**src/include/lsba_pkg.sv**
```systemverilog
// Package for the logic, shift and bit-manipulation datapath.
// Assumes one 200 MHz clock and decode that supplies an operation code.
package lsba_pkg;

    localparam int LSBA_DATA_W = 8;
    localparam int LSBA_IDX_W = 3;
    localparam int LSBA_OP_W = 5;
    localparam logic [7:0] LSBA_ZERO_BYTE = 8'h00;
    localparam logic [7:0] LSBA_ONE_BIT = 8'h01;
    localparam int LSBA_MSB = 7;

    // Operation codes
    typedef enum logic [4:0] {
        OP_AND = 5'h00,
        OP_OR = 5'h01,
        OP_XOR = 5'h02,
        OP_NOT = 5'h03,
        OP_ARITH_SHIFT_LEFT = 5'h04,
        OP_ARITH_SHIFT_RIGHT = 5'h05,
        OP_LOGIC_SHIFT_LEFT = 5'h06,
        OP_LOGIC_SHIFT_RIGHT = 5'h07,
        OP_ROTATE_LEFT = 5'h08,
        OP_ROTATE_RIGHT = 5'h09,
        OP_ROTATE_LEFT_VIA_CARRY = 5'h0A,
        OP_ROTATE_RIGHT_VIA_CARRY = 5'h0B,
        OP_BIT_SET = 5'h0C,
        OP_BIT_CLEAR = 5'h0D,
        OP_BIT_INVERT = 5'h0E,
        OP_BIT_TEST = 5'h0F,
        OP_BIT_AND_CARRY = 5'h10,
        OP_INV_BIT_AND_CARRY = 5'h11,
        OP_BIT_OR_CARRY = 5'h12,
        OP_INV_BIT_OR_CARRY = 5'h13,
        OP_BIT_XOR_CARRY = 5'h14,
        OP_INV_BIT_XOR_CARRY = 5'h15,
        OP_LOAD_BIT_TO_CARRY = 5'h16,
        OP_LOAD_INV_BIT_TO_CARRY = 5'h17,
        OP_STORE_CARRY_TO_BIT = 5'h18,
        OP_STORE_INV_CARRY_TO_BIT = 5'h19
    } lsba_op_t;

    // Sequencer states, one-hot
    typedef enum logic [2:0] {
        ST_IDLE = 3'b001,
        ST_MEM_READ = 3'b010,
        ST_MEM_WRITE = 3'b100
    } lsba_state_t;

endpackage

```
**src/core/lsba_bit_unit.sv**
```systemverilog
// Single-bit manipulation unit: selects, modifies and tests one bit of a byte.
// Assumes a purely combinational use by the datapath core.
`timescale 1ns/100ps
module lsba_bit_unit
    import lsba_pkg::*;
(
    // Operand and selection
    input wire logic [7:0] operand,
    input wire logic [2:0] bit_index,
    input wire lsba_op_t op,
    input wire logic carry_in,
    // Results
    output logic [7:0] result,
    output logic carry_out,
    output logic zero_out,
    output logic writes_operand,
    output logic writes_carry,
    output logic writes_zero
);

    logic [7:0] mask;
    logic sel;

    always_comb begin
        mask = LSBA_ONE_BIT << bit_index;
        sel = operand[bit_index];
        result = operand;
        carry_out = carry_in;
        zero_out = ~sel;
        writes_operand = 1'b0;
        writes_carry = 1'b0;
        writes_zero = 1'b0;
        unique case (op)
            OP_BIT_SET: begin
                result = operand | mask;
                writes_operand = 1'b1;
            end
            OP_BIT_CLEAR: begin
                result = operand & ~mask;
                writes_operand = 1'b1;
            end
            OP_BIT_INVERT: begin
                result = operand ^ mask;
                writes_operand = 1'b1;
            end
            OP_BIT_TEST: writes_zero = 1'b1;
            OP_BIT_AND_CARRY: begin
                carry_out = carry_in & sel;
                writes_carry = 1'b1;
            end
            OP_INV_BIT_AND_CARRY: begin
                carry_out = carry_in & ~sel;
                writes_carry = 1'b1;
            end
            OP_BIT_OR_CARRY: begin
                carry_out = carry_in | sel;
                writes_carry = 1'b1;
            end
            OP_INV_BIT_OR_CARRY: begin
                carry_out = carry_in | ~sel;
                writes_carry = 1'b1;
            end
            OP_BIT_XOR_CARRY: begin
                carry_out = carry_in ^ sel;
                writes_carry = 1'b1;
            end
            OP_INV_BIT_XOR_CARRY: begin
                carry_out = carry_in ^ ~sel;
                writes_carry = 1'b1;
            end
            OP_LOAD_BIT_TO_CARRY: begin
                carry_out = sel;
                writes_carry = 1'b1;
            end
            OP_LOAD_INV_BIT_TO_CARRY: begin
                carry_out = ~sel;
                writes_carry = 1'b1;
            end
            OP_STORE_CARRY_TO_BIT: begin
                result = (operand & ~mask) | (carry_in ? mask : LSBA_ZERO_BYTE);
                writes_operand = 1'b1;
            end
            OP_STORE_INV_CARRY_TO_BIT: begin
                result = (operand & ~mask) | (carry_in ? LSBA_ZERO_BYTE : mask);
                writes_operand = 1'b1;
            end
            default: begin
                result = operand;
            end
        endcase
    end

endmodule

```
**src/core/lsba_core.sv**
```systemverilog
// Logic, shift/rotate and bit-manipulation execution datapath, byte wide.
// Assumes decode presents one operation per start pulse and a memory port
// that answers a read with mem_rvalid; carry and zero flags are kept here.
// Operation
// - AND destination register with source register or immediate, result to destination.
// - OR destination register with source register or immediate, result to destination.
// - XOR destination register with source register or immediate, result to destination.
// - Replace destination register with its one's complement.
// - Arithmetic shift left and right of a register, written back.
// - Logical shift left and right of a register, written back.
// - Rotate left and right of a register without carry, written back.
// - Rotate left and right through carry as nine-bit loop, written back.
// - Bit set forces the selected bit to one, others unchanged.
// - Bit clear forces the selected bit to zero, others unchanged.
// - Bit invert toggles the selected bit, others unchanged.
// - Bit test loads zero flag with inverse of selected bit.
// - Set, clear, invert, test index from 3-bit immediate or register low bits.
// - Carry becomes carry AND selected bit.
// - Carry becomes carry AND inverse of selected bit.
// - Carry becomes carry OR selected bit.
// - Carry becomes carry OR inverse of selected bit.
// - Carry becomes carry XOR selected bit.
// - Carry becomes carry XOR inverse of selected bit.
// - Bit load copies selected bit, or its inverse, into carry.
// - Bit store writes carry, or its inverse, into selected bit.
// - All carry, load and store operations, plain or inverted, take index from immediate only.
`timescale 1ns/100ps
module lsba_core
    import lsba_pkg::*;
#(
    parameter int DATA_W = LSBA_DATA_W
)
(
    // Clock and reset
    input wire logic clk,
    input wire logic nrst,
    // Request from decode
    input wire logic start,
    input wire lsba_op_t op,
    input wire logic [7:0] dest_value,
    input wire logic [7:0] source_register,
    input wire logic [7:0] immediate,
    input wire logic use_immediate,
    input wire logic [2:0] bit_index_imm,
    input wire logic index_from_register,
    input wire logic target_memory,
    // Flag load from the rest of the core
    input wire logic flags_load,
    input wire logic carry_load_value,
    input wire logic zero_load_value,
    // Memory byte port
    output logic mem_read,
    output logic mem_write,
    output logic [7:0] mem_wdata,
    input wire logic [7:0] mem_rdata,
    input wire logic mem_rvalid,
    // Results
    output logic busy,
    output logic done,
    output logic reg_write,
    output logic [7:0] result,
    output logic carry_flag,
    output logic zero_flag
);

    // All state of the core, registered as one word
    typedef struct packed {
        lsba_state_t state;
        lsba_op_t op;
        logic [2:0] index;
        logic [7:0] result;
        logic reg_write;
        logic mem_read;
        logic mem_write;
        logic done;
        logic carry;
        logic zero;
    } lsba_regs_t;

    // Reset value of all state
    localparam lsba_regs_t REGS_AT_RESET = '{
        state: ST_IDLE,
        op: OP_AND,
        index: 3'h0,
        result: LSBA_ZERO_BYTE,
        reg_write: 1'b0,
        mem_read: 1'b0,
        mem_write: 1'b0,
        done: 1'b0,
        carry: 1'b0,
        zero: 1'b0
    };

    lsba_regs_t r_q;
    lsba_regs_t r_d;

    // Operand selects and bit unit results
    logic [7:0] operand_b;
    logic [7:0] bit_operand;
    logic [2:0] bit_index;
    logic [7:0] bit_result;
    logic bit_carry;
    logic bit_zero;
    logic bit_wr_op;
    logic bit_wr_c;
    logic bit_wr_z;
    lsba_op_t bit_op;
    logic [9:0] reg_eval;
    logic mem_phase;
    logic index_by_reg;

    // Register index only allowed for set, clear, invert and test
    function automatic logic index_reg_allowed(input lsba_op_t o);
        return (o == OP_BIT_SET) || (o == OP_BIT_CLEAR) ||
               (o == OP_BIT_INVERT) || (o == OP_BIT_TEST);
    endfunction

    function automatic logic is_bit_op(input lsba_op_t o);
        return o >= OP_BIT_SET;
    endfunction

    // Register logic, shift and rotate result: {carry written, carry, byte}
    function automatic logic [9:0] reg_op_eval(input lsba_op_t o, input logic [7:0] d,
            input logic [7:0] b, input logic c);
        logic [7:0] res;
        logic cy;
        logic wc;
        res = d;
        cy = c;
        wc = 1'b0;
        unique case (o)
            OP_AND: res = d & b;
            OP_OR: res = d | b;
            OP_XOR: res = d ^ b;
            OP_NOT: res = ~d;
            OP_ARITH_SHIFT_LEFT, OP_LOGIC_SHIFT_LEFT: begin
                res = {d[6:0], 1'b0};
                cy = d[LSBA_MSB];
                wc = 1'b1;
            end
            OP_ARITH_SHIFT_RIGHT: begin
                res = {d[LSBA_MSB], d[7:1]};
                cy = d[0];
                wc = 1'b1;
            end
            OP_LOGIC_SHIFT_RIGHT: begin
                res = {1'b0, d[7:1]};
                cy = d[0];
                wc = 1'b1;
            end
            OP_ROTATE_LEFT: begin
                res = {d[6:0], d[LSBA_MSB]};
                cy = d[LSBA_MSB];
                wc = 1'b1;
            end
            OP_ROTATE_RIGHT: begin
                res = {d[0], d[7:1]};
                cy = d[0];
                wc = 1'b1;
            end
            OP_ROTATE_LEFT_VIA_CARRY: begin
                res = {d[6:0], c};
                cy = d[LSBA_MSB];
                wc = 1'b1;
            end
            OP_ROTATE_RIGHT_VIA_CARRY: begin
                res = {c, d[7:1]};
                cy = d[0];
                wc = 1'b1;
            end
            default: res = d;
        endcase
        return {wc, cy, res};
    endfunction

    // Flag updates that the bit unit asks for
    function automatic lsba_regs_t take_bit_flags(input lsba_regs_t r, input logic wc,
            input logic c, input logic wz, input logic z);
        lsba_regs_t n;
        n = r;
        if (wc) begin
            n.carry = c;
        end
        if (wz) begin
            n.zero = z;
        end
        return n;
    endfunction

    // Operand and index selection
    always_comb begin
        mem_phase = (r_q.state == ST_MEM_READ);
        index_by_reg = index_from_register && index_reg_allowed(op);
        operand_b = use_immediate ? immediate : source_register;
        bit_operand = mem_phase ? mem_rdata : dest_value;
        bit_op = mem_phase ? r_q.op : op;
        if (mem_phase) begin
            bit_index = r_q.index;
        end else if (index_by_reg) begin
            bit_index = source_register[2:0];
        end else begin
            bit_index = bit_index_imm;
        end
        // Rotate through carry takes the flag as it stood before this operation
        reg_eval = reg_op_eval(op, dest_value, operand_b, r_q.carry);
    end

    // Bit-manipulation unit
    lsba_bit_unit u_bit (
        .operand(bit_operand),
        .bit_index(bit_index),
        .op(bit_op),
        .carry_in(r_q.carry),
        .result(bit_result),
        .carry_out(bit_carry),
        .zero_out(bit_zero),
        .writes_operand(bit_wr_op),
        .writes_carry(bit_wr_c),
        .writes_zero(bit_wr_z)
    );

    // Next-state logic
    always_comb begin
        r_d = r_q;
        r_d.done = 1'b0;
        r_d.reg_write = 1'b0;
        r_d.mem_read = 1'b0;
        r_d.mem_write = 1'b0;
        if (flags_load) begin
            r_d.carry = carry_load_value;
            r_d.zero = zero_load_value;
        end
        unique case (r_q.state)
            ST_IDLE: begin
                if (start) begin
                    r_d.op = op;
                    r_d.index = bit_index;
                    if (is_bit_op(op) && target_memory) begin
                        r_d.mem_read = 1'b1;
                        r_d.state = ST_MEM_READ;
                    end else if (is_bit_op(op)) begin
                        r_d = take_bit_flags(r_d, bit_wr_c, bit_carry, bit_wr_z, bit_zero);
                        r_d.done = 1'b1;
                        r_d.reg_write = bit_wr_op;
                        r_d.result = bit_result;
                    end else begin
                        r_d.done = 1'b1;
                        r_d.reg_write = 1'b1;
                        r_d.result = reg_eval[7:0];
                        if (reg_eval[9]) begin
                            r_d.carry = reg_eval[8];
                        end
                    end
                end
            end
            ST_MEM_READ: begin
                if (mem_rvalid) begin
                    r_d = take_bit_flags(r_d, bit_wr_c, bit_carry, bit_wr_z, bit_zero);
                    r_d.result = bit_result;
                    if (bit_wr_op) begin
                        r_d.mem_write = 1'b1;
                        r_d.state = ST_MEM_WRITE;
                    end else begin
                        r_d.done = 1'b1;
                        r_d.state = ST_IDLE;
                    end
                end
            end
            ST_MEM_WRITE: begin
                r_d.done = 1'b1;
                r_d.state = ST_IDLE;
            end
            default: r_d.state = ST_IDLE;
        endcase
    end

    // State register
    always_ff @(posedge clk) begin
        if (!nrst) begin
            r_q <= REGS_AT_RESET;
        end else begin
            r_q <= r_d;
        end
    end

    // Memory port
    assign mem_read = r_q.mem_read;
    assign mem_write = r_q.mem_write;
    assign mem_wdata = r_q.result;

    // Status
    assign busy = (r_q.state != ST_IDLE);
    assign done = r_q.done;
    assign reg_write = r_q.reg_write;

    // Result and flags
    assign result = r_q.result;
    assign carry_flag = r_q.carry;
    assign zero_flag = r_q.zero;

endmodule

```
**config.mk**
```make
export PLATFORM = sky130hd
export DESIGN_NAME = lsba_core
export DESIGN_NICKNAME = d
export VERILOG_FILES = /design/src/include/lsba_pkg.sv /design/src/core/lsba_bit_unit.sv /design/src/core/lsba_core.sv
export SDC_FILE = /design/constraint.sdc
export NUM_CORES = 1
export LEC_CHECK = 0
export ABC_AREA = 0
export BUFFER_PORTS_ARGS = -buffer_cell sky130_fd_sc_hd__clkbuf_2
export CAP_MARGIN = 20
export CORE_MARGIN = 1.5
export CORE_UTILIZATION = 45
export DETAILED_ROUTE_END_ITERATION = 10
export PLACE_DENSITY_LB_ADDON = 0.08
export RECOVER_POWER = 100
export SETUP_SLACK_MARGIN = 0.1
export SYNTH_ARGS = -nofsm -noshare
export SYNTH_HDL_FRONTEND = slang
export SYNTH_HIERARCHICAL = 1
export SYNTH_SLANG_ARGS = --single-unit
export TNS_END_PERCENT = 1
```
**constraint.sdc**
```tcl
create_clock -name clk -period 4.87 [get_ports clk]
set_input_delay 0.7305 -clock clk [delete_from_list [all_inputs] [get_ports clk]]
set_output_delay 0.7305 -clock clk [all_outputs]
set_load 0.05 [all_outputs]
```
### Yosys cells after proc, flatten, opt, wreduce, memory -nomap -nowiden

Index checks and enable logic that the tools add are counted.

* register bits after elaboration: 25
* input bits: 50
* output and inout bits: 23
* logic and storage cells: 122

* $lt $le $gt $ge: 2
* equal/unequal tests: 38
* shifts and indexed selects: 1
* mux-type cells: 37
* bitwise logic cells: 18
* reduce and logical (&&, ||, !) cells: 16

Operator list (number)
* $pmux 8 s11: 1
* $eq 5x4->1 const B: 12
* $eq 5x5->1 const B: 10
* $mux 25: 2
* $pmux 8 s5: 1
* $pmux 19 s2: 1
* $mux 8: 4
* $or 8x8->8: 4
* $eq 5x3->1 const B: 4
* $mux 9: 2
* $and 8x8->8: 2
* $not 8->8: 2
* $reduce_or 8->1: 2
* $xor 8x8->8: 2
* $mux 3: 5
* $mux 1: 13
* $eq 5x2->1 const B: 2
* $ne 2x2->1 const B: 4
* $pmux 1 s8: 1
* $reduce_or 4->1: 2
* $shl 1x3->8 const A: 1
* $ne 7x7->1 const B: 1
* $pmux 3 s2: 1
* $reduce_and 3->1: 2
* other kinds (24): 31

### Longest topological paths before layout

Gate-level depths: netlist of the first run.

* depth in word-level cells: 17
* depth in mapped cells: 17
* depth with buffers taken out: 14

### Modules after synthesis

The synthesis of the first run kept the hierarchy.

Modules (own cells, without submodules)
* lsba_core: instances 1, cells an instance 321, area an instance 2504.9 µm², sequential area each 500.5 µm²
* lsba_bit_unit: instances 1, cells an instance 141, area an instance 878.3 µm², sequential area each 0.0 µm²

### Worst setup path after synthesis of the first run

No wires, ideal clock.

* path type: input -> register
* start point: input port op[3]
* end point: register r_q (netlist bit carry_flag)
* setup time: 0.074 ns
* arrival: 3.669 ns
* data required time: 4.796 ns
* setup slack: 1.127 ns
* stages: 16
* path buffers: 3
* cells stage by stage: buf_6 > buf_2 > nand4b_1 > mux2i_1 > o21ai_0 > buf_6 > nor2_1 > o2bb2ai_1 > a221o_2 > xor2_2 > a2111oi_0 > or3_1 > nand2b_1 > a21oi_1 > a2111o_1 > a31oi_1

* word-level cells in the longest chain between the ends: 17
* elaborated cells on any way between the ends: 54
* those cells by class: 1 x order compare; 21 x eq/ne; 16 x mux; 7 x bitwise; 9 x reduce/logical

Ends and longest elaborated chain
* from (decl): line lsba_core.sv:39 `input wire lsba_op_t op,`
* $eq 5x4->1: line lsba_core.sv:114 `return (o == OP_BIT_SET) || (o == OP_BIT_CLEAR) ||`
* $logic_or 1x1->1 (2 in a row): line lsba_core.sv:114
* $logic_or 1x1->1 *: line lsba_core.sv:115 `(o == OP_BIT_INVERT) || (o == OP_BIT_TEST);`
* $logic_and 1x1->1 *: line lsba_core.sv:193 `index_by_reg = index_from_register && index_reg_allowed(op);`
* $mux 3 *: line lsba_core.sv:199 `end else if (index_by_reg) begin`
* $mux 3 *: line lsba_core.sv:197 `if (mem_phase) begin`
* net bit_index[0]: line lsba_core.sv:100 `logic [2:0] bit_index;`
* $bmux 1 s3 *: line lsba_bit_unit.sv:26 `sel = operand[bit_index];`
* [... 2 more ...]
* net bit_zero: line lsba_core.sv:103 `logic bit_zero;`
* $xor 1x1->1 (tied with other cells): line lsba_bit_unit.sv:68 `carry_out = carry_in ^ ~sel;`
* $pmux 1 s8 *: line lsba_bit_unit.sv:33 `unique case (op)`
* net bit_carry: line lsba_core.sv:102 `logic bit_carry;`
* $mux 1 *: line lsba_core.sv:181 `if (wc) begin`
* $mux 1: line lsba_core.sv:241 `end else if (is_bit_op(op)) begin`
* $mux 3: line lsba_core.sv:238 `if (is_bit_op(op) && target_memory) begin`
* $mux 25: line lsba_core.sv:235 `if (start) begin`
* $pmux 2 s2 *: line lsba_core.sv:233 `unique case (r_q.state)`
* to (signal assigned): line lsba_core.sv:282 `r_q <= r_d;`
* to (decl): line lsba_core.sv:94 `lsba_regs_t r_q;`

The timed path passes the listed nets; every way through them passes the cells marked *. The select of a mux whose other input is x is not followed.
A chain may end at the register's enable or synchronous reset.

### Worst setup path in the final report of the first run

* start point: input port op[2]
* end point: register r_q (netlist bit carry_flag)

The elaborated chain is that of the path after synthesis.

==> metrics.md, run 1 <==
| Metric | Value |
|---|---|
| Post-Route WL | `10.1 mm` |
| Crit-path max FO | `17` |
| # diodes | `0` |
| Yosys warnings | `6` |
| Post-DP Area | `3650 um^2` |
| DIE WIDTH | `89.7 um` |
| DRC | `0` |
| Leading cell type in the layout, fill and taps excluded | `nand2_1` |
| Layout cell share with drive strength beyond 1 | `0.160` |
| Mapped cell area | `3380 um^2` |
| Total CTS buffers | `3` |
| Syn nets | `544` |
| P&R area growth vs syn | `7.51%` |
| Sequential fraction of the synthesis area | `0.148` |
| DRT antenna net count | `0` |
| Library cells used by synthesis | `71` |
| Max Fclk | `0.240 GHz` |
| #FFs+latches synth | `25` |
| Total core area | `7250 um^2` |
| Worst-margin pin slew | `819 ps` |
| Ys flop type | `dfxtp_1` |
| Cell count after synthesis | `462` |
| FILL cells | `772` |
| Status | `complete, no violations` |
| Synthesized-area fraction occupied by adder cells | `0.118` |
| Via count | `3436` |
| Slowest cell on crit path | `a221o_2` |
| Initial drt markers | `282` |
| Worst R2R Setup Slack | `1040 ps` |
| WS Path Type | `input pin to register` |
| RSZ-0062 raised after global routing | `false` |
| Synth Area in Compound Gates | `0.260` |
| First-pass GRT wire length | `16.5 mm` |
| Ports | `73` |
| H-tree levels | `1` |
| Sink count of the clock tree | `25` |
| Reg clk slew, reported paths | `80 ps` |
| Worst Setup SP | `op[2]` |
| Final setup vio count | `0` |
| Crit path cell chain | `clkbuf_2 > nand4b_1 > mux2i_1 > o21ai_0 > clkbuf_1 > nor2_1 > o2bb2ai_1 > a221o_2 > xor2_1 > a2111oi_0 > or3_1 > nand2b_1 > a21oi_1 > a2111o_1 > a31oi_1` |
| Initial Util | `0.466` |
| CTS Root Cell | `clkbuf_8` |
| Total power | `660 uW` |
| CP required | `5060 ps` |
| Fin Setup TNS | `0 ps` |
| Setup Fix Bufs, Post-CTS | `0` |
| Leading area contributor after synthesis | `dfxtp_1` |
| Critical Path Max Stage Delay | `460 ps` |
| Post-synthesis async set-or-reset flop share | `0` |
| Routed len/inst | `16.8 um` |
| Row count | `31` |
| Top cell type's share of synthesized area | `0.148` |
| Post-cts sizing count | `0` |
| Post-DP HPWL | `7.83 mm` |
| Initial antenna violation count | `0` |
| Post-synthesis xor/xnor area fraction | `0.0122` |
| TritonRoute pass-1 iters | `5` |
| Startpoint types | `input pin` |
| Pin count of the biggest net entering global routing | `33` |
| Final Skew | `5.23 ps` |
| Synth Area in Simple Gates | `0.251` |
| Die H | `89.7 um` |
| Part of the cycle the worst path needs | `0.854` |
| Total congestion overflow | `0` |
| Slew Viols, Final | `0` |
| CP delay by family, top | `compound AO/OA/AOI/OAI gates` |
| Hold path start | `r_q[18]$_SDFFE_PN0P_` |
| Multiplexer share of the synthesized area | `0.0880` |
| GPL Wtd Cong | `0.919` |
| Die area | `8050 um^2` |
| Vias in the first global route | `3104` |
| Post-synth EDFFs | `0` |
| Final Hold Viols | `0` |
| Port bufs | `72` |
| Most frequent cells in the layout | `65 x nand2_1, 48 x clkbuf_2, 38 x inv_1, 38 x o21ai_0, 32 x ha_1` |
| Worst r2r src | `r_q[23]$_SDFFE_PN0P_` |
| Post-Layout Inst Area | `3640 um^2` |
| Slew headroom | `0.448` |
| Worst path bufs/invs | `2` |
| Final Util | `0.501` |
| Hold crit path type | `register to register` |
| Top post-synthesis cells by area | `dfxtp_1 15%, ha_1 12%, nand2_1 7.2%` |
| Mean area per synthesized cell | `7.32 um^2` |
| Global Route Usage Sum | `0.250` |
| Main combinational cell family by area after synthesis | `compound AO/OA/AOI/OAI gates` |
| MaxCap Viol Count | `0` |
| TritonCTS clock tree | `yes` |
| P per Cell Area | `182 nW/um^2` |
| Crit path time final | `4160 ps` |
| Net count, final | `582` |
| Clock Latency Late Sink | `270 ps` |
| Peak VDD IR | `0.0873 mV` |
| Routed vias/inst | `5.75` |
| CTS Buffer Depth | `2` |
| CP arrival | `4360 ps` |
| Leak Pwr | `1.59 nW` |
| Cts hold-fix bufs | `0` |
| CP Capture Type | `register` |
[tightest hold or removal path, stage by stage, from the launching register on]
cell and delay, ps:
dfxtp_1 310, nand2_1 50, a21oi_1 50
[cell families (layout without fill, tap and decap cells)]
group / Yosys count / in the layout
xor gates and xnor gates: 3 / 3
adders and majority gates: 32 / 32
AOI/OAI and AO/OA: 131 / 131
muxes: 28 / 28
and+or+nand+nor: 159 / 159
DFF: 25 / 25
buffers and inverters: 84 / 121
[cell type report]
type / count / area [um^2] / share of cell area
Clock buffer: 4 / 45.0 / 0.0124
Multi-Input combinational cell: 353 / 2450 / 0.675
Tap cell: 99 / 124 / 0.0341
Sequential cell: 25 / 500 / 0.138
Timing Repair Buffer: 79 / 372 / 0.102
Inverter: 38 / 143 / 0.0392
[report_power, final]
part	internal [mW]	total [mW]	switching, mW
Clock	0.0585	0.124	0.0651
Sequential	0.218	0.228	0.0103
Combinational	0.103	0.309	0.206
Total	0.379	0.660	0.281
[stage by stage]
step	setup WS [ps]	instances	hold slack (ps)
CTS	1070	598	457
global placement	904	594	441
finish	709	598	456
global route	358	598	469
detailed placement	784	594	444
floorplan	1130	462	434
[cells in the mapped netlist, types with 2 or more instances]
cell and count:
a31oi_1 5, mux2_4 2, mux2_2 6, o221ai_1 2, nand4bb_1 4, nor4bb_1 3
buf_2 9, nand3_1 4, nor3b_1 4, o32ai_1 6, nor2_1 21, a22oi_1 9
buf_6 3, or3_1 3, nand3b_1 2, a211oi_2 2, clkbuf_1 15, o21ai_1 6
nand2_1 65, a21o_1 2, o2bb2ai_1 4, o21ai_0 34, o22ai_1 4, a2bb2oi_1 5
a2111oi_0 4, inv_2 3, or3b_2 3, o21a_1 2, dfxtp_1 25, a21oi_1 28
nand2b_1 8, nand4b_1 2, nor4_1 6, a22o_1 2, or3b_1 2, o211ai_1 3
mux2i_1 20, ha_1 32, nor3_1 12, inv_1 35, or4_1 2, and3_1 5
buf_4 17, nor2b_1 4
[routing by layer]
layer  part of all wire  GRT usage  vias up
li1                   -          -     1717
met1               0.48      0.362     1575
met2               0.44      0.395      126
met3              0.060     0.0279       18
met4              0.020     0.0622        0
met5                  0          0        -
[flip-flops by register name (all words and copies together) (netlist names)]
| name | flops |
|---|---|
| carry_flag | 1 |
| done | 1 |
| mem_read | 1 |
| mem_wdata | 8 |
| mem_write | 1 |
| r_q | 11 |
| reg_write | 1 |
| zero_flag | 1 |
[final timing paths]
check / end / cells after the start
max: carry_flag$_SDFFE_PN0P_ / 15
min: r_q[18]$_SDFFE_PN0P_ / 2
max reg2reg: carry_flag$_SDFFE_PN0P_ / 15
min reg2reg: r_q[18]$_SDFFE_PN0P_ / 2
No activity file was read; power rests on OpenSTA's default activity.
==> run 2: changes to the inputs <==
==> constraint.sdc (replaced) <==
create_clock -name clk -period 4.87 [get_ports clk]
set_input_delay 0.974 -clock clk [delete_from_list [all_inputs] [get_ports clk]]
set_output_delay 0.974 -clock clk [all_outputs]
set_load 0.05 [all_outputs]
==> metrics.md, run 2 (synthesis gave the netlist of run 1 again) <==
| Metric | Value |
|---|---|
| Final setup vio count | `0 (unchanged)` |
| Met2 Usage GRT | `0.391 (-0.00445)` |
| Worst R2R Setup Slack | `1390 ps (+350 ps)` |
| Slew Viols, Final | `0 (unchanged)` |
| Cells after DPL | `595 (+0.17%)` |
| CP delay by family, top | `buffers and inverters` |
| CP Capture Type | `register` |
| Worst reg2reg endpoint | `carry_flag$_SDFFE_PN0P_` |
| Worst-margin pin slew | `1460 ps (+645 ps)` |
| CTS Buffer Depth | `2 (unchanged)` |
| RSZ-0062 raised after global routing | `false` |
| FF-to-FF path depth | `14 (-1)` |
| Met3 usage | `0.0288 (+0.000846)` |
| Crit path cell chain | `clkbuf_1 > mux2_1 > nor2b_1 > nand2_1 > o21ai_0 > a22oi_1 > o21ai_0 > a21oi_1 > o32ai_1` |
| Total CTS buffers | `3 (unchanged)` |
| Grt peak-use layer | `met2` |
| Fin Setup TNS | `0 ps (unchanged)` |
| Hold path start | `r_q[19]$_SDFFE_PN0P_` |
| Startpoint types | `input pin` |
| Post-DP HPWL | `7.83 mm (about the same)` |
| MaxCap Viol Count | `0 (unchanged)` |
| Net count, final | `583 (+0.17%)` |
| Leading cell type in the layout, fill and taps excluded | `nand2_1` |
| Clock Latency Late Sink | `280 ps (about the same)` |
| FILL cells | `776 (+0.52%)` |
| Critical Path Max Stage Delay | `1040 ps (+580 ps)` |
| Part of the cycle the worst path needs | `0.828 (-0.0265)` |
| Port bufs | `72 (unchanged)` |
| Worst Setup SP | `op[0]` |
| Via count | `3434 (-0.058%)` |
| Most frequent cells in the layout | `65 x nand2_1, 47 x clkbuf_2, 38 x o21ai_0, 36 x inv_1, 32 x ha_1` |
| Initial drt markers | `255 (-9.6%)` |
| Max Fclk | `0.248 GHz (+3.2%)` |
| Slew headroom | `0.0241 (-0.424)` |
| Crit-path max FO | `32 (+15)` |
| P per Cell Area | `183 nW/um^2 (+0.81%)` |
| Sink count of the clock tree | `25 (unchanged)` |
| Total core area | `7250 um^2 (unchanged)` |
| TritonCTS clock tree | `yes` |
| Routed vias/inst | `5.73 (-0.23%)` |
| Crit path time final | `4030 ps (-129 ps)` |
| DRC | `0 (unchanged)` |
| Layout cell share with drive strength beyond 1 | `0.172 (+0.0117)` |
| Global Route Usage Sum | `0.244 (-0.00660)` |
| GPL Wtd Cong | `0.910 (-0.98%)` |
| Initial Util | `0.466 (unchanged)` |
| Vias in the first global route | `3150 (+1.5%)` |
| Hold crit path type | `register to register` |
| Final Hold Viols | `0 (unchanged)` |
| WS Path Type | `input pin to register` |
| Worst r2r src | `r_q[23]$_SDFFE_PN0P_` |
| Routed len/inst | `16.7 um (-0.93%)` |
| Max reg flops | `11 (unchanged)` |
| Cell with the most instances on the worst path | `o21ai_0` |
| Status | `complete, no violations` |
| H-tree levels | `1 (unchanged)` |
| Biggest register | `r_q` |
| Worst Hold Path EP | `r_q[19]$_SDFFE_PN0P_` |
| Row count | `31 (unchanged)` |
| Cts hold-fix bufs | `0 (unchanged)` |
| Post-cts sizing count | `0 (unchanged)` |
| Total congestion overflow | `0 (unchanged)` |
| P&R area growth vs syn | `8.25%` |
| # diodes | `0 (unchanged)` |
| Finished Layout Cells | `599 (+0.17%)` |
| WHS Path Cells | `2 (unchanged)` |
| CP arrival | `4210 ps (-150 ps)` |
| Post-Route WL | `9.98 mm (-0.77%)` |
| CTS Root Cell | `clkbuf_8` |
| Die area | `8050 um^2 (unchanged)` |
| Peak VDD IR | `0.104 mV (+19%)` |
| Setup Fix Bufs, Post-CTS | `0 (unchanged)` |
| Ports | `73 (unchanged)` |
| Die H | `89.7 um (unchanged)` |
| Pin count of the biggest net entering global routing | `33 (unchanged)` |
| Worst path bufs/invs | `1 (-1)` |
| TritonRoute pass-1 iters | `5 (unchanged)` |
| Reg clk slew, reported paths | `100 ps (+20 ps)` |
| DRT antenna net count | `0 (unchanged)` |
| CP required | `5050 ps (about the same)` |
| DIE WIDTH | `89.7 um (unchanged)` |
| Slowest cell on crit path | `clkbuf_1` |
| First-pass GRT wire length | `16.2 mm (-2.0%)` |
| Leak Pwr | `1.60 nW (+0.51%)` |
| Final Skew | `11.0 ps (+5.73 ps)` |
| Routing usage on met1 | `0.344 (-0.0175)` |
| Initial antenna violation count | `0 (unchanged)` |
run 2: cell count changes in the layout (fill, tap and decap cells not counted):
| cell | change |
|---|---|
| o32ai_2 | +1 |
| clkbuf_2 | -1 |
| inv_2 | +2 |
| o32ai_1 | -1 |
| buf_4 | +3 |
| clkbuf_1 | -2 |
| inv_1 | -2 |
| clkinvlp_4 | +1 |
run 2: cell type report:
type	count	area, um^2	share of cell area
clock buffers	3	41.3	0.0113
flip-flops and latches	25	500	0.137
inverters	38	143	0.0389
multi-input cells	353	2460	0.672
clock inverters	1	7.51	0.00205
repair buffers	80	385	0.105
well taps	99	124	0.0338
run 2: how the worst max path moves through the flow:
stage,end,slack (ps),cells after the start
after floorplan,carry_flag$_SDFFE_PN0P_,880,16
after global placement,carry_flag$_SDFFE_PN0P_,900,15
after detailed placement,carry_flag$_SDFFE_PN0P_,800,15
after CTS,carry_flag$_SDFFE_PN0P_,1070,15
after global routing,mem_wdata[7]$_SDFFE_PN0P_,510,11
final,mem_wdata[2]$_SDFFE_PN0P_,840,9
run 2: worst reg2reg max path: stages, from the launching register on:
cell and delay [ps]:
dfxtp_1 480, nor3b_2 210, buf_4 260, nand2_1 120, o21ai_0 220, mux2_4 240
o22ai_1 70, a221o_2 420, xor2_1 180, a2111oi_0 380, or3_1 170, nand2b_1 100
a21oi_1 60, a2111o_1 360, a31oi_1 150
run 2: metrics by stage:
stage | util | worst slack, ps | area (um^2) | power (mW) | hold slack (ps)
global placement | 0.504 | 899 | 3660 | 0.545 | 440
floorplan | - | 884 | 3380 | 0.473 | 434
detailed placement | 0.504 | 799 | 3660 | 0.547 | 447
CTS | 0.511 | 1070 | 3700 | 0.674 | 462
finish | 0.505 | 838 | 3660 | 0.670 | 463
global route | 0.505 | 510 | 3660 | 0.711 | 479
run 2: report_power, final:
part	leakage [nW]	switching, mW	internal, mW	total (mW)
combinational	1.37	0.207	0.106	0.312
sequential	0.205	0.0103	0.218	0.228
clock	0.0217	0.0720	0.0581	0.130
run 2: routing by layer:
layer  up-vias  wire length, um
met1      1554             4810
li1       1719                -
met5         -                0
met3        16              620
met4         0              192
met2       145             4360
==> run 3: changes to the inputs <==
==> constraint.sdc (replaced) <==
create_clock -name clk -period 4.02 [get_ports clk]
set_input_delay 0.804 -clock clk [delete_from_list [all_inputs] [get_ports clk]]
set_output_delay 0.804 -clock clk [all_outputs]
set_load 0.05 [all_outputs]
==> metrics.md, run 3 (synthesis gave the netlist of run 1 again) <==
| Metric | Value |
|---|---|
| Most frequent cells in the layout | `65 x nand2_1, 47 x clkbuf_2, 38 x o21ai_0, 37 x inv_1, 32 x ha_1` |
| GPL Wtd Cong | `0.909 (-0.12%)` |
| First-pass GRT wire length | `16.9 mm (+4.5%)` |
| Max Fclk | `0.270 GHz` |
| Startpoint types | `input pin` |
| Fin Setup TNS | `0 ps (unchanged)` |
| Slew Viols, Final | `0 (unchanged)` |
| Pin count of the biggest net entering global routing | `32 (-3.0%)` |
| CTS Root Cell | `clkbuf_8` |
| Leak Pwr | `1.64 nW (+2.7%)` |
| Port bufs | `72 (unchanged)` |
| Max reg flops | `11 (unchanged)` |
| CP required | `4230 ps (-820 ps)` |
| WS Path Type | `input pin to register` |
| Routed vias/inst | `5.83 (+1.7%)` |
| Vias in the first global route | `3258 (+3.4%)` |
| Hold crit path type | `register to register` |
| Routed len/inst | `16.9 um (+1.6%)` |
| Reg clk slew, reported paths | `100 ps (about the same)` |
| Row count | `31 (unchanged)` |
| Net count, final | `592 (+1.5%)` |
| Reg power frac | `0.335 (-0.005)` |
| CP arrival | `3920 ps (-290 ps)` |
| # diodes | `0 (unchanged)` |
| Status | `complete, no violations` |
| Crit path time final | `3710 ps` |
| Initial drt markers | `205 (-20%)` |
| Final setup vio count | `0 (unchanged)` |
| Initial Util | `0.466 (unchanged)` |
| Die H | `89.7 um (unchanged)` |
| Layout cell share with drive strength beyond 1 | `0.185 (+0.0127)` |
| MaxCap Viol Count | `0 (unchanged)` |
| DRT antenna net count | `0 (unchanged)` |
| Sw frac | `0.433 (+0.00163)` |
| Net Switching | `357 uW (+24%)` |
| Part of the cycle the worst path needs | `0.922` |
| Register Area | `500 um^2 (unchanged)` |
| Combinational share of power | `0.470 (+0.004)` |
| CP Capture Type | `register` |
| TritonCTS clock tree | `yes` |
| Final Util | `0.515 (+0.0102)` |
| Sink count of the clock tree | `25 (unchanged)` |
| Peak VDD IR | `0.107 mV (+2.8%)` |
| Internal power | `468 uW (+23%)` |
| Via count | `3546 (+3.3%)` |
| Crit-path max FO | `9 (-72%)` |
| Die area | `8050 um^2 (unchanged)` |
| Total power | `826 uW (+23%)` |
| Total congestion overflow | `0 (unchanged)` |
| Worst-margin pin slew | `768 ps (-695 ps)` |
| Cells after DPL | `603 (+1.3%)` |
| H-tree levels | `1 (unchanged)` |
| Final Hold Viols | `0 (unchanged)` |
| Clock power frac | `0.195 (about the same)` |
| P&R area growth vs syn | `10.4%` |
| RSZ-0062 raised after global routing | `false` |
| CTS Buffer Depth | `2 (unchanged)` |
| Total core area | `7250 um^2 (unchanged)` |
| Leading cell type in the layout, fill and taps excluded | `nand2_1` |
| FILL cells | `775 (-0.13%)` |
| DRC | `0 (unchanged)` |
| Biggest register | `r_q` |
| Post-Route WL | `10.3 mm (+3.2%)` |
| Post-DP HPWL | `8.05 mm (+2.8%)` |
| Global Route Usage Sum | `0.255 (+0.0111)` |
| Clock Latency Late Sink | `280 ps (about the same)` |
| Total CTS buffers | `3 (unchanged)` |
| TritonRoute pass-1 iters | `5 (unchanged)` |
| DIE WIDTH | `89.7 um (unchanged)` |
| Initial antenna violation count | `0 (unchanged)` |
| Final Skew | `4.62 ps (-6.34 ps)` |
| Slew headroom | `0.474 (+0.450)` |
| Ports | `73 (unchanged)` |
| Multi-input logic area | `2470 um^2 (+0.56%)` |
| P per Cell Area | `221 nW/um^2 (+21%)` |
| Finished Layout Cells | `608 (+1.5%)` |
==> run 3: cell count changes in the layout (fill, tap and decap cells not counted), sizes merged <==
cell / change
clkinvlp: -1
buf: +7
clkbuf: +3
==> run 3: worst max-delay path, cell delays in order <==
cell       delay, ps
clkbuf_1          80
nand4b_1         300
mux2i_1          190
o21ai_0          230
clkbuf_1         340
inv_1            120
a221o_2          440
xor2_2           180
a2111oi_2        360
or3_1            170
nand2b_1         100
a21oi_1           60
a2111o_1         360
a31oi_1          170
==> run 3: stage by stage <==
step                      cell area (um^2)  setup slack (ps)  hold WS (ps)
after global placement                3720               233           441
final                                 3740               312           464
after CTS                             3760               350           463
after detailed placement              3720              90.3           449
after global routing                  3740              83.2           476
after floorplan                       3380               204           434
==> run 3: repair_timing <==
| action | in CTS | in global routing |
|---|---|---|
| gates resized for setup | 0 | 2 |
| endpoints found under the setup margin | 0 | 1 |
| hold buffers | 0 | 0 |
| buffers inserted | 0 | 1 |
==> run 3: final timing paths <==
path	cells after the start	startpoint	slack (ps)	to
min	2	r_q[19]$_SDFFE_PN0P_	460	r_q[19]$_SDFFE_PN0P_
min reg2reg	2	r_q[19]$_SDFFE_PN0P_	460	r_q[19]$_SDFFE_PN0P_
max	14	op[4]	310	carry_flag$_SDFFE_PN0P_
max reg2reg	12	r_q[23]$_SDFFE_PN0P_	330	mem_wdata[7]$_SDFFE_PN0P_
==> run 3: final cells by class <==
type                       instances  share of cell area
tap                               99              0.0332
sequential                        25               0.134
inverter                          38              0.0382
clock buffer                       4              0.0121
timing repair buffer              89               0.120
multi-input combinational        353               0.662
==> run 3: power groups by stage <==
| stage | Sequential, mW | Combinational (mW) | Clock [mW] |
|---|---|---|---|
| after floorplan | 0.289 | 0.284 | 0 |
| after global placement | 0.281 | 0.386 | 0 |
| after detailed placement | 0.282 | 0.389 | 0 |
| after CTS | 0.277 | 0.391 | 0.161 |
| after global routing | 0.279 | 0.424 | 0.169 |
| final | 0.277 | 0.388 | 0.161 |
==> run 3: layer usage <==
metal,share of wire,GRT usage
met2,0.45,0.426
met3,0.065,0.0186
met4,0.010,0.0569
met1,0.47,0.357
met5,0,0
